--- config.mk ---
export PLATFORM = sky130hd
export DESIGN_NAME = swf_core
export DESIGN_NICKNAME = d
export VERILOG_FILES = /design/src/common/swf_pkg.sv /design/src/rtl/swf_core.sv
export SDC_FILE = /design/constraint.sdc
export NUM_CORES = 1
export LEC_CHECK = 0
export BUFFER_PORTS_ARGS = -buffer_cell sky130_fd_sc_hd__buf_2
export CORE_AREA = 2 2 130 228
export DETAILED_ROUTE_END_ITERATION = 10
export DIE_AREA = 0 0 132 230
export PLACE_DENSITY = 0.48
export REMOVE_ABC_BUFFERS = 1
export SKIP_LAST_GASP = 1
export SYNTH_ARGS = -nofsm -noshare
export SYNTH_HDL_FRONTEND = slang
export SYNTH_SLANG_ARGS = --single-unit
--- constraint.sdc ---
create_clock -name clk -period 2.2 [get_ports clk]
set_input_delay 0.44 -clock clk [delete_from_list [all_inputs] [get_ports clk]]
set_output_delay 0.44 -clock clk [all_outputs]
set_load 0.02 [all_outputs]
--- src/common/swf_pkg.sv ---
// package: constants and carrier types for the serial/watchdog/fail-safe block
package swf_pkg;

  // ---------------------------------------------------------------------------
  // clock, timing and width constants
  // ---------------------------------------------------------------------------
  localparam int unsigned CLK_MHZ          = 100;
  localparam int unsigned FS_FILT_MIN_NS   = 1000;
  localparam int unsigned FS_FILT_MAX_NS   = 3000;
  localparam int unsigned FS_FILT_CYC      = (FS_FILT_MIN_NS * CLK_MHZ + 999) / 1000;
  localparam int unsigned SEL_TMO_MS       = 35;
  localparam int unsigned SEL_TMO_CYC      = SEL_TMO_MS * CLK_MHZ * 1000;
  localparam int unsigned LONG_OPEN_MS     = 70;
  localparam int unsigned LONG_OPEN_CYC    = LONG_OPEN_MS * CLK_MHZ * 1000;
  localparam int unsigned CLOSED_MS        = 15;
  localparam int unsigned CLOSED_CYC       = CLOSED_MS * CLK_MHZ * 1000;
  localparam int unsigned PERIOD_MS        = 43;
  localparam int unsigned PERIOD_CYC       = PERIOD_MS * CLK_MHZ * 1000;
  localparam int unsigned FRAME_BITS       = 24;
  localparam int unsigned CNT_W            = 32;

  // ---------------------------------------------------------------------------
  // reset values
  // ---------------------------------------------------------------------------
  localparam logic RST_OUTPUTS_ENABLE = 1'h0;

  // ---------------------------------------------------------------------------
  // types
  // ---------------------------------------------------------------------------
  typedef enum logic [1:0] {WD_LONG_OPEN, WD_CLOSED, WD_OPEN} swf_wd_type;

  typedef struct packed {
    logic sclk;
    logic sel_n;
    logic mosi;
  } swf_spi_in_type;

  typedef struct packed {
    logic miso;
    logic miso_oe;
  } swf_spi_out_type;

endpackage

--- src/rtl/swf_core.sv ---
// module: serial slave, window watchdog and fail-safe input filter
`timescale 1ns/100ps
`default_nettype none

module swf_core #(
  parameter int unsigned FRAME_BITS    = swf_pkg::FRAME_BITS,
  parameter int unsigned SEL_TMO_CYC   = swf_pkg::SEL_TMO_CYC,
  parameter int unsigned LONG_OPEN_CYC = swf_pkg::LONG_OPEN_CYC,
  parameter int unsigned CLOSED_CYC    = swf_pkg::CLOSED_CYC,
  parameter int unsigned PERIOD_CYC    = swf_pkg::PERIOD_CYC
) (
  input  wire logic                    clk,
  input  wire logic                    arst_n,
  input  wire swf_pkg::swf_spi_in_type spi_in,
  output var  swf_pkg::swf_spi_out_type spi_out,
  input  wire logic [FRAME_BITS-1:0]   tx_word,
  output logic [FRAME_BITS-1:0]        rx_word,
  output logic                         rx_valid,
  output logic                         comm_error,
  input  wire logic                    wd_trigger,
  output logic                         wd_fault,
  input  wire logic                    failsafe_off_in_n,
  input  wire logic                    outputs_enable_set,
  output logic                         outputs_enable_bit,
  output logic                         failsafe_status_flag,
  output logic                         failsafe_global_bit,
  output logic                         gate_force_off,
  input  wire logic                    status_clear,
  input  wire logic                    thermal_warn,
  input  wire logic                    diag_thermal_warn_mask,
  output logic                         diag_out_n,
  output logic                         diag_out_oe
);

  // refuse parameter values the counters cannot serve
  if (FRAME_BITS < 2 || CLOSED_CYC < 2 || CLOSED_CYC >= PERIOD_CYC || SEL_TMO_CYC < 2
      || LONG_OPEN_CYC < 2)
  begin : g_param_check
    $error("swf_core: unsupported parameter values");
  end

  typedef struct packed {
    logic                    sclk_d;
    logic                    sel_d;
    logic [FRAME_BITS-1:0]   shin;
    logic [FRAME_BITS-1:0]   shout;
    logic [swf_pkg::CNT_W-1:0] sel_cnt;
    logic                    tmo;
    logic                    miso;
    logic                    miso_oe;
    logic [FRAME_BITS-1:0]   rx_word;
    logic                    rx_valid;
    logic                    comm_error;
    swf_pkg::swf_wd_type     wd_state;
    logic [swf_pkg::CNT_W-1:0] wd_cnt;
    logic                    wd_fault;
    logic [7:0]              fs_cnt;
    logic                    fs_status;
    logic                    fs_global;
    logic                    oe_bit;
    logic                    force_off;
    logic                    diag_n;
    logic                    diag_oe;
  } swf_state_type;

  swf_state_type st;
  swf_state_type next_st;

  // ---------------------------------------------------------------------------
  // next-state logic
  // ---------------------------------------------------------------------------
  always_comb
  begin
    logic rise;
    logic fall;
    logic fs_hit;
    rise    = 1'b0;
    fall    = 1'b0;
    fs_hit  = 1'b0;
    next_st = st;
    next_st.sclk_d   = spi_in.sclk;
    next_st.sel_d    = spi_in.sel_n;
    next_st.rx_valid = 1'b0;

    // software clears flags first, so a hardware set below wins
    if (status_clear)
    begin
      next_st.fs_status  = 1'b0;
      next_st.fs_global  = 1'b0;
      next_st.comm_error = 1'b0;
      next_st.wd_fault   = 1'b0;
    end
    rise = spi_in.sclk & ~st.sclk_d & ~spi_in.sel_n;
    fall = ~spi_in.sclk & st.sclk_d & ~spi_in.sel_n;

    // frame start: load reply and enable output
    if (!spi_in.sel_n && st.sel_d)
    begin
      next_st.shout   = tx_word;
      next_st.miso    = tx_word[FRAME_BITS-1];
      next_st.sel_cnt = '0;
      next_st.tmo     = 1'b0;
    end
    next_st.miso_oe = ~spi_in.sel_n;
    if (rise)
      next_st.shin = {st.shin[FRAME_BITS-2:0], spi_in.mosi};
    if (fall)
    begin
      next_st.shout = {st.shout[FRAME_BITS-2:0], 1'b0};
      next_st.miso  = st.shout[FRAME_BITS-2];
    end

    // select-low timeout counter
    if (!spi_in.sel_n && !(st.sel_d))
    begin
      if (st.sel_cnt >= swf_pkg::CNT_W'(SEL_TMO_CYC - 1))
      begin
        next_st.tmo        = 1'b1;
        next_st.comm_error = 1'b1;
      end
      else
        next_st.sel_cnt = st.sel_cnt + 1'b1;
    end

    // frame end: commit unless timed out
    if (spi_in.sel_n && !st.sel_d)
    begin
      if (st.tmo)
        next_st.comm_error = 1'b1;
      else
      begin
        next_st.rx_word  = st.shin;
        next_st.rx_valid = 1'b1;
      end
    end

    // window watchdog
    unique case (st.wd_state)
      swf_pkg::WD_LONG_OPEN:
      begin
        next_st.wd_cnt = st.wd_cnt + 1'b1;
        if (wd_trigger)
        begin
          next_st.wd_state = swf_pkg::WD_CLOSED;
          next_st.wd_cnt   = '0;
        end
        else if (st.wd_cnt >= swf_pkg::CNT_W'(LONG_OPEN_CYC - 1))
        begin
          next_st.wd_fault = 1'b1;
          next_st.wd_cnt   = '0;
        end
      end
      swf_pkg::WD_CLOSED:
      begin
        next_st.wd_cnt = st.wd_cnt + 1'b1;
        if (wd_trigger)
        begin
          next_st.wd_fault = 1'b1;
          next_st.wd_cnt   = '0;
        end
        else if (st.wd_cnt >= swf_pkg::CNT_W'(CLOSED_CYC - 1))
          next_st.wd_state = swf_pkg::WD_OPEN;
      end
      swf_pkg::WD_OPEN:
      begin
        next_st.wd_cnt = st.wd_cnt + 1'b1;
        if (wd_trigger)
        begin
          next_st.wd_state = swf_pkg::WD_CLOSED;
          next_st.wd_cnt   = '0;
        end
        else if (st.wd_cnt >= swf_pkg::CNT_W'(PERIOD_CYC - 1))
        begin
          next_st.wd_fault = 1'b1;
          next_st.wd_state = swf_pkg::WD_CLOSED;
          next_st.wd_cnt   = '0;
        end
      end
      default:
        next_st.wd_state = swf_pkg::WD_LONG_OPEN;
    endcase

    // fail-safe filter: low must persist for the filter time
    if (failsafe_off_in_n)
      next_st.fs_cnt = '0;
    else if (st.fs_cnt < 8'(swf_pkg::FS_FILT_CYC))
      next_st.fs_cnt = st.fs_cnt + 1'b1;
    fs_hit = (st.fs_cnt == 8'(swf_pkg::FS_FILT_CYC));
    next_st.force_off = fs_hit;

    // output enable: set by request, fail-safe clear wins
    if (outputs_enable_set)
      next_st.oe_bit = 1'b1;
    if (fs_hit)
    begin
      next_st.fs_status = 1'b1;
      next_st.fs_global = 1'b1;
      next_st.oe_bit    = 1'b0;
    end
    next_st.diag_n  = ~(thermal_warn & diag_thermal_warn_mask);
    next_st.diag_oe = thermal_warn & diag_thermal_warn_mask;
  end

  // ---------------------------------------------------------------------------
  // state register
  // ---------------------------------------------------------------------------
  always_ff @(posedge clk or negedge arst_n)
  begin
    if (!arst_n)
    begin
      st          <= '0;
      st.sel_d    <= 1'b1;
      st.diag_n   <= 1'b1;
      st.oe_bit   <= swf_pkg::RST_OUTPUTS_ENABLE;
      st.wd_state <= swf_pkg::WD_LONG_OPEN;
    end
    else
      st <= next_st;
  end

  // outputs straight from flip-flops
  assign spi_out.miso         = st.miso;
  assign spi_out.miso_oe      = st.miso_oe;
  assign rx_word              = st.rx_word;
  assign rx_valid             = st.rx_valid;
  assign comm_error           = st.comm_error;
  assign wd_fault             = st.wd_fault;
  assign outputs_enable_bit   = st.oe_bit;
  assign failsafe_status_flag = st.fs_status;
  assign failsafe_global_bit  = st.fs_global;
  assign gate_force_off       = st.force_off;
  assign diag_out_n           = st.diag_n;
  assign diag_out_oe          = st.diag_oe;                             // open drain pull

  // ---------------------------------------------------------------------------
  // assertions
  // ---------------------------------------------------------------------------
  a_miso_tristate: assert property (@(posedge clk) disable iff (!arst_n)
    $past(spi_in.sel_n) |-> !spi_out.miso_oe)
    else $error("data output driven while select high");
  a_fs_filter: assert property (@(posedge clk) disable iff (!arst_n)
    $rose(failsafe_status_flag) |-> $past(!failsafe_off_in_n, 2))
    else $error("fail-safe flagged without low input");
  a_fs_action: assert property (@(posedge clk) disable iff (!arst_n)
    $rose(gate_force_off) |-> !outputs_enable_bit && failsafe_global_bit)
    else $error("fail-safe did not clear output enable");
  a_diag_mask: assert property (@(posedge clk) disable iff (!arst_n)
    diag_out_oe |-> $past(thermal_warn && diag_thermal_warn_mask))
    else $error("diagnostic pulled low without masked event");
  a_early_trig: assert property (@(posedge clk) disable iff (!arst_n)
    st.wd_state == swf_pkg::WD_CLOSED && wd_trigger |=> wd_fault)
    else $error("early trigger not faulted");
  a_tmo_drop: assert property (@(posedge clk) disable iff (!arst_n)
    st.tmo && spi_in.sel_n && !st.sel_d |=> !rx_valid && comm_error)
    else $error("timed-out frame committed");
  a_tmo_set: assert property (@(posedge clk) disable iff (!arst_n)
    $rose(st.tmo) |-> $past(st.sel_cnt) == swf_pkg::CNT_W'(SEL_TMO_CYC - 1))
    else $error("select timeout at wrong count");
  a_sample_rise: assert property (@(posedge clk) disable iff (!arst_n)
    spi_in.sclk && !st.sclk_d && !spi_in.sel_n |=> st.shin[0] == $past(spi_in.mosi))
    else $error("input bit not sampled on rising clock");
  a_wd_open: assert property (@(posedge clk) disable iff (!arst_n)
    st.wd_state == swf_pkg::WD_LONG_OPEN && wd_trigger |=> !wd_fault || $past(wd_fault))
    else $error("long open window refused trigger");

  c_frame: cover property (@(posedge clk) disable iff (!arst_n) rx_valid);
  c_fs: cover property (@(posedge clk) disable iff (!arst_n) $rose(failsafe_status_flag));
  c_wd_ok: cover property (@(posedge clk) disable iff (!arst_n)
    st.wd_state == swf_pkg::WD_OPEN && wd_trigger);

endmodule
`default_nettype wire
==> Yosys cells after proc, flatten, opt, wreduce, memory -nomap -nowiden <==
Cells that the tools add are included.
{ "totals": {"register_bits": 159, "input_bits": 35} }
{ "op_classes": {"addsub": 3, "magnitude_cmp": 5, "n_eq_ne": 7, "muxes": 30, "bitwise": 10, "n_reduce_logical": 13} }
{ "op_table": {"columns": ["op", "n"], "rows": [
  ["2-to-1 mux 33 bit", 3],
  ["case mux 33 bit (3 select lines)", 1],
  ["adder 32 x 1 -> 32 bit (second input constant)", 2],
  ["greater-or-equal comparator 32 x 23 -> 1 bit (second input constant)", 2],
  ["2-to-1 mux 32 bit", 2],
  ["2-to-1 mux 57 bit", 1],
  ["2-to-1 mux 35 bit", 1],
  ["2-to-1 mux 34 bit", 1],
  ["greater-or-equal comparator 32 x 21 -> 1 bit (second input constant)", 1],
  ["greater-or-equal comparator 32 x 22 -> 1 bit (second input constant)", 1],
  ["2-to-1 mux 23 bit", 1],
  ["2-to-1 mux 8 bit", 2],
  ["2-to-1 mux 1 bit", 11],
  ["2-to-1 mux 2 bit", 5],
  ["adder 8 x 1 -> 8 bit (second input constant)", 1],
  ["equality test 8 x 7 -> 1 bit (second input constant)", 1],
  ["less-than comparator 8 x 7 -> 1 bit (second input constant)", 1],
  ["nonzero test 2 bit", 4],
  ["!= test 2 bit (second input constant)", 3],
  ["case mux 2 bit (3 select lines)", 1],
  ["AND 1 bit", 5],
  ["NOT 1 bit", 5],
  ["AND reduction 4 bit", 1],
  ["logical AND 1 bit", 3],
  ["8 further kinds", 9]
]} }

==> Depth between registers and ports, before layout <==
{ "depth": {"word_depth": 5, "depth_mapped": 9, "depth_no_buf": 7} }

==> Worst setup path before layout <==
No wires, ideal clock.
{ "synth_timing": {"path_kind": "register -> register", "from": "register st[78] in the netlist's numbering", "to": "register st[89] in the netlist's numbering", "arrival_ps": 2145, "slack_ps": -25, "path_stages_with_launch": 10, "n_path_buf": 2, "period_less_slack_ps": 2225, "cell_sequence": "dfrtp_1 ha_1 a41oi_2 nor4_1 o311a_1 buf_6 or2_1 clkbuf_2 or3_1 mux2i_1"} }
{ "synth_rtl": {"columns": ["element", "line", "rtl"], "rows": [
  ["start, declared", "swf_core.sv:66", "swf_state_type st;"],
  ["start signal, assigned", "swf_core.sv:218", "st <= next_st;"]
]} }

==> reports/qor_table.md <==
| Parameter | Value |
|---|---|
| Maximum number of pins on one net before global-route repair | 56 |
| Static Leak | 0.00440 uW |
| Number of global-route vias before repair | 5832 |
| Syn Inst Count | 738 |
| Unrepaired setup endpoints after global routing | yes |
| Placed Instances | 1185 |
| Max-slew violation count | 0 |
| DRC viols | 0 |
| Type of element capturing the critical path | register |
| TritonCTS clock tree | done |
| CP Launch Type | register |
| Area grow syn2layout | 23.9% |
| Clk pin slew, worst setup/hold paths | 0.07 ns |
| Classification of the worst-slack hold path | input pin to register |
| Number of distinct standard cells referenced by the synthesized netlist | 67 |
| RePlAce Congestion | 0.770 |
| Hold path endpoint | st[159]$_DFF_PN0_ |
| Number of standard cells in the final layout excluding fillers | 1222 |
| Async set or reset register ratio after synthesis | 100% |
| Hold Fails Final Rpt | 0 |
| Filler Cells Inserted | 2937 |
| Final period utilization | 96.8% |
| Number of levels in the clock H-tree | 4 |
| DR WL/cell | 15.1 um |
| Part of the total power dissipated in the clock network | 42.2% |
| Most common cell in the synthesized netlist | dfrtp_1 |
| Buffers on Ports | 69 |
| Area enclosed by the die boundary | 0.0304 sq mm |
| Horizontal extent of the die | 132 um |
| Synth cell count leaders | dfrtp_1 (156), nand2_1 (83), nor2_1 (81), mux2_2 (48), buf_4 (30) |
| Reg-to-reg critical path endpoint | st[82]$_DFF_PN0_ |
| Clk sink count | 158 |
| Remaining global-route overflow | 0 |
| Top-level I/O count | 70 |
| Total global routing track utilization | 12.5% |
| Family with the most delay on the worst path | compound AO/OA/AOI/OAI gates |
| Internal reg-to-reg setup slack | 0.07 ns |
| Hold wc startpoint | spi_in[2] |
| Flops & latches, synth | 158 |
| Core Rows | 82 |
| Synth top area share | 51.2% |
| Starting Density | 26.8% |
| Root Buffer | clkbuf_16 |
| Deepest clock path buffer count | 2 |
| Core occupancy in the finished layout | 33.2% |
| Power share of the combinational group | 12.2% |
| Worst stage delay on the critical path | 0.41 ns |
| Category of the most critical setup path | register to register |
| Worst slack at placement | -0.117 ns |
| Number of buffer and inverter stages on the critical path | 1 |
| Slew of the pin with the lowest slew margin | 1.11 ns |
| CTS buffer count | 17 |
| Number of endpoints failing setup at the final stage | 0 |
| Sw frac | 29.0% |
| Antenna Nets Post-Route | 0 |
| Main area contributors after synthesis | dfrtp_1 (51%), mux2_2 (7.1%), nand2_1 (4.1%) |
| CP Data Required Time | 2.55 ns |
| Start of the worst register-to-register path | st[78]$_DFF_PN0_ |
| Length in cells of the worst reg-to-reg path | 7 |
| Via count normalized by instance count | 4.68 |
| Floorplan Core Area | 0.0284 sq mm |
| Final setup margin | 0.0699 ns |
| Sequential fraction of design power | 45.6% |
| Largest clock skew in the final design | 0.00982 ns |
| Top flip-flop cell by instance count after synthesis | dfrtp_1 |
| Slowest cell on crit path | o311a_4 |
| Insertion delay of the later-clocked pin in the worst-skew pair | 0.45 ns |
| Synthesized area divided by synthesized cell count | 10.3 sq um |
| Global-route wire length before repair | 30.1 mm |
| Power density normalized to cell area | 785 mW/mm^2 |
| Fraction of layout cells with a size suffix above 1 | 29.5% |
| Power Internal | 5260 uW |
| Worst max-slew margin expressed relative to the limit | 25.9% |
| YS warnings | 0 |
| Worst hold path stage count | 1 |
| Post-synth top area cell | dfrtp_1 |
| Die H | 230 um |
| Share of the yosys chip area belonging to registers | 51.9% |
| HPWL after detailed placement | 13.0 mm |
| Final WL | 18.5 mm |
| Run status | completed |
| CP cell instances | ha_2 > a41oi_2 > nor4_2 > o311a_4 > buf_6 > or3_4 > o311ai_2 |
| Number of optimization iterations in the first detailed-route pass | 5 |
| Worst hold margin | 0.116 ns |
| Maximum fanout count along the critical path | 6 |
| Post-synth EDFFs | 0 |
| Number of antenna violations at the first check in global routing | 0 |
| Maximum vdd ir drop | 0.553 mV |
| Net count of the finished layout | 871 |
| Minimum clock period after layout | 2.13 ns |
| Routed via count | 5714 |
| Number of DRC violations after detailed-routing iteration 0 | 245 |
| Sequential cell area | 0.00396 sq mm |
| Total area of multi-input combinational cells | 0.00333 sq mm |
| Top achievable clock speed | 0.469 GHz |
| Worst path arrival time | 2.48 ns |
| Total Neg Setup Slack | 0 ns |
| Net Sw Power | 2150 uW |
| Antenna diode count | 0 |
| Max-capacitance violation count | 0 |
| Post-synthesis instance area | 0.00762 sq mm |
## routing by layer
| metal | wire (um) | GRT usage [%] |
|---|---|---|
| met1 | 7200 | 13.7 |
| met5 | 0 | 0 |
| met2 | 10100 | 22.8 |
| met3 | 762 | 3.24 |
| met4 | 370 | 5.26 |
## cell usage in the layout, fill, tap and decap left out, types with 4 or more instances in the layout
cell	instances
a21oi_1	15
a221o_1	26
a31oi_1	4
and2_1	7
and3_1	18
and4_1	4
buf_12	8
buf_2	68
buf_4	60
buf_6	5
clkbuf_16	17
clkinv_8	4
dfrtp_1	155
ha_1	4
inv_1	9
inv_8	7
mux2_2	48
mux2i_1	7
nand2_1	83
nand3_1	28
nand4_1	12
nor2_1	81
nor2b_1	16
nor3_1	17
nor3_2	4
nor3b_1	4
nor4_1	10
o21ai_0	18
o21ai_1	6
o22ai_1	5
or3_1	5
xnor2_1	9
xor2_1	16
## through the flow
stage	area [sq um]	total power [uW]
after floorplan	7230	3900
after global placement	8680	4320
after detailed placement	8680	4340
after CTS	9330	7540
after global routing	9440	7770
final	9440	7410
## how the worst max path moves through the flow
stage                  startpoint             endpoint  slack [ns]  cells after the start
2_1_floorplan           spi_in[2]  st[134]$_DFFE_PN0P_       -0.52                      3
3_3_place_gp     st[78]$_DFF_PN0_     st[90]$_DFF_PN0_       -0.09                      8
3_5_place_dp     st[78]$_DFF_PN0_     st[82]$_DFF_PN0_       -0.12                      7
4_1_cts          st[78]$_DFF_PN0_     st[90]$_DFF_PN0_      -0.008                      8
5_1_grt        st[42]$_DFFE_PN0P_   st[18]$_DFFE_PN0P_       -0.02                      8
6_report         st[78]$_DFF_PN0_     st[82]$_DFF_PN0_        0.07                      7
## state kept, by name, summed over array words and instances (netlist names)
name,cells
st,124
rx_word,24
spi_out,2
comm_error,1
diag_out_n,1
diag_out_oe,1
failsafe_status_flag,1
gate_force_off,1
outputs_enable_bit,1
rx_valid,1
wd_fault,1
## repair_timing
item,CTS,global route
hold buffers,1,0
hold endpoints to repair,36,0
gates resized for setup,3,16
buffers inserted,0,4
pin swaps,1,7
setup endpoints to repair,9,27
## area by class of cell
cell class                 count  area share (%)
clock buffer                  17            4.51
clock inverter                15            2.11
inverter                      10           0.398
multi-input combinational    502            35.3
sequential                   158            41.9
tap                          378            5.01
timing repair buffer         142            10.8
## logic make-up (layout without fill, tap and decap cells)
group | Yosys count | in the layout | synth area share [%]
and+or+nand+nor | 314 | 314 | 20.6
DFF | 158 | 158 | 51.9
AOI/OAI and AO/OA | 103 | 103 | 10.1
buffers and inverters | 78 | 184 | 5.58
muxes | 55 | 55 | 8.01
xor gates and xnor gates | 25 | 25 | 2.87
adders and majority gates | 5 | 5 | 0.821
## power by group through the flow
stage          Combinational [uW]  Clock (uW)  Sequential [uW]
5_1_grt                      1000        3350             3420
2_1_floorplan                 407           0             3490
6_report                      904        3120             3380
4_1_cts                       913        3240             3380
3_3_place_gp                  891           0             3430
3_5_place_dp                  908           0             3440
Power figures use the tool's default switching activity.
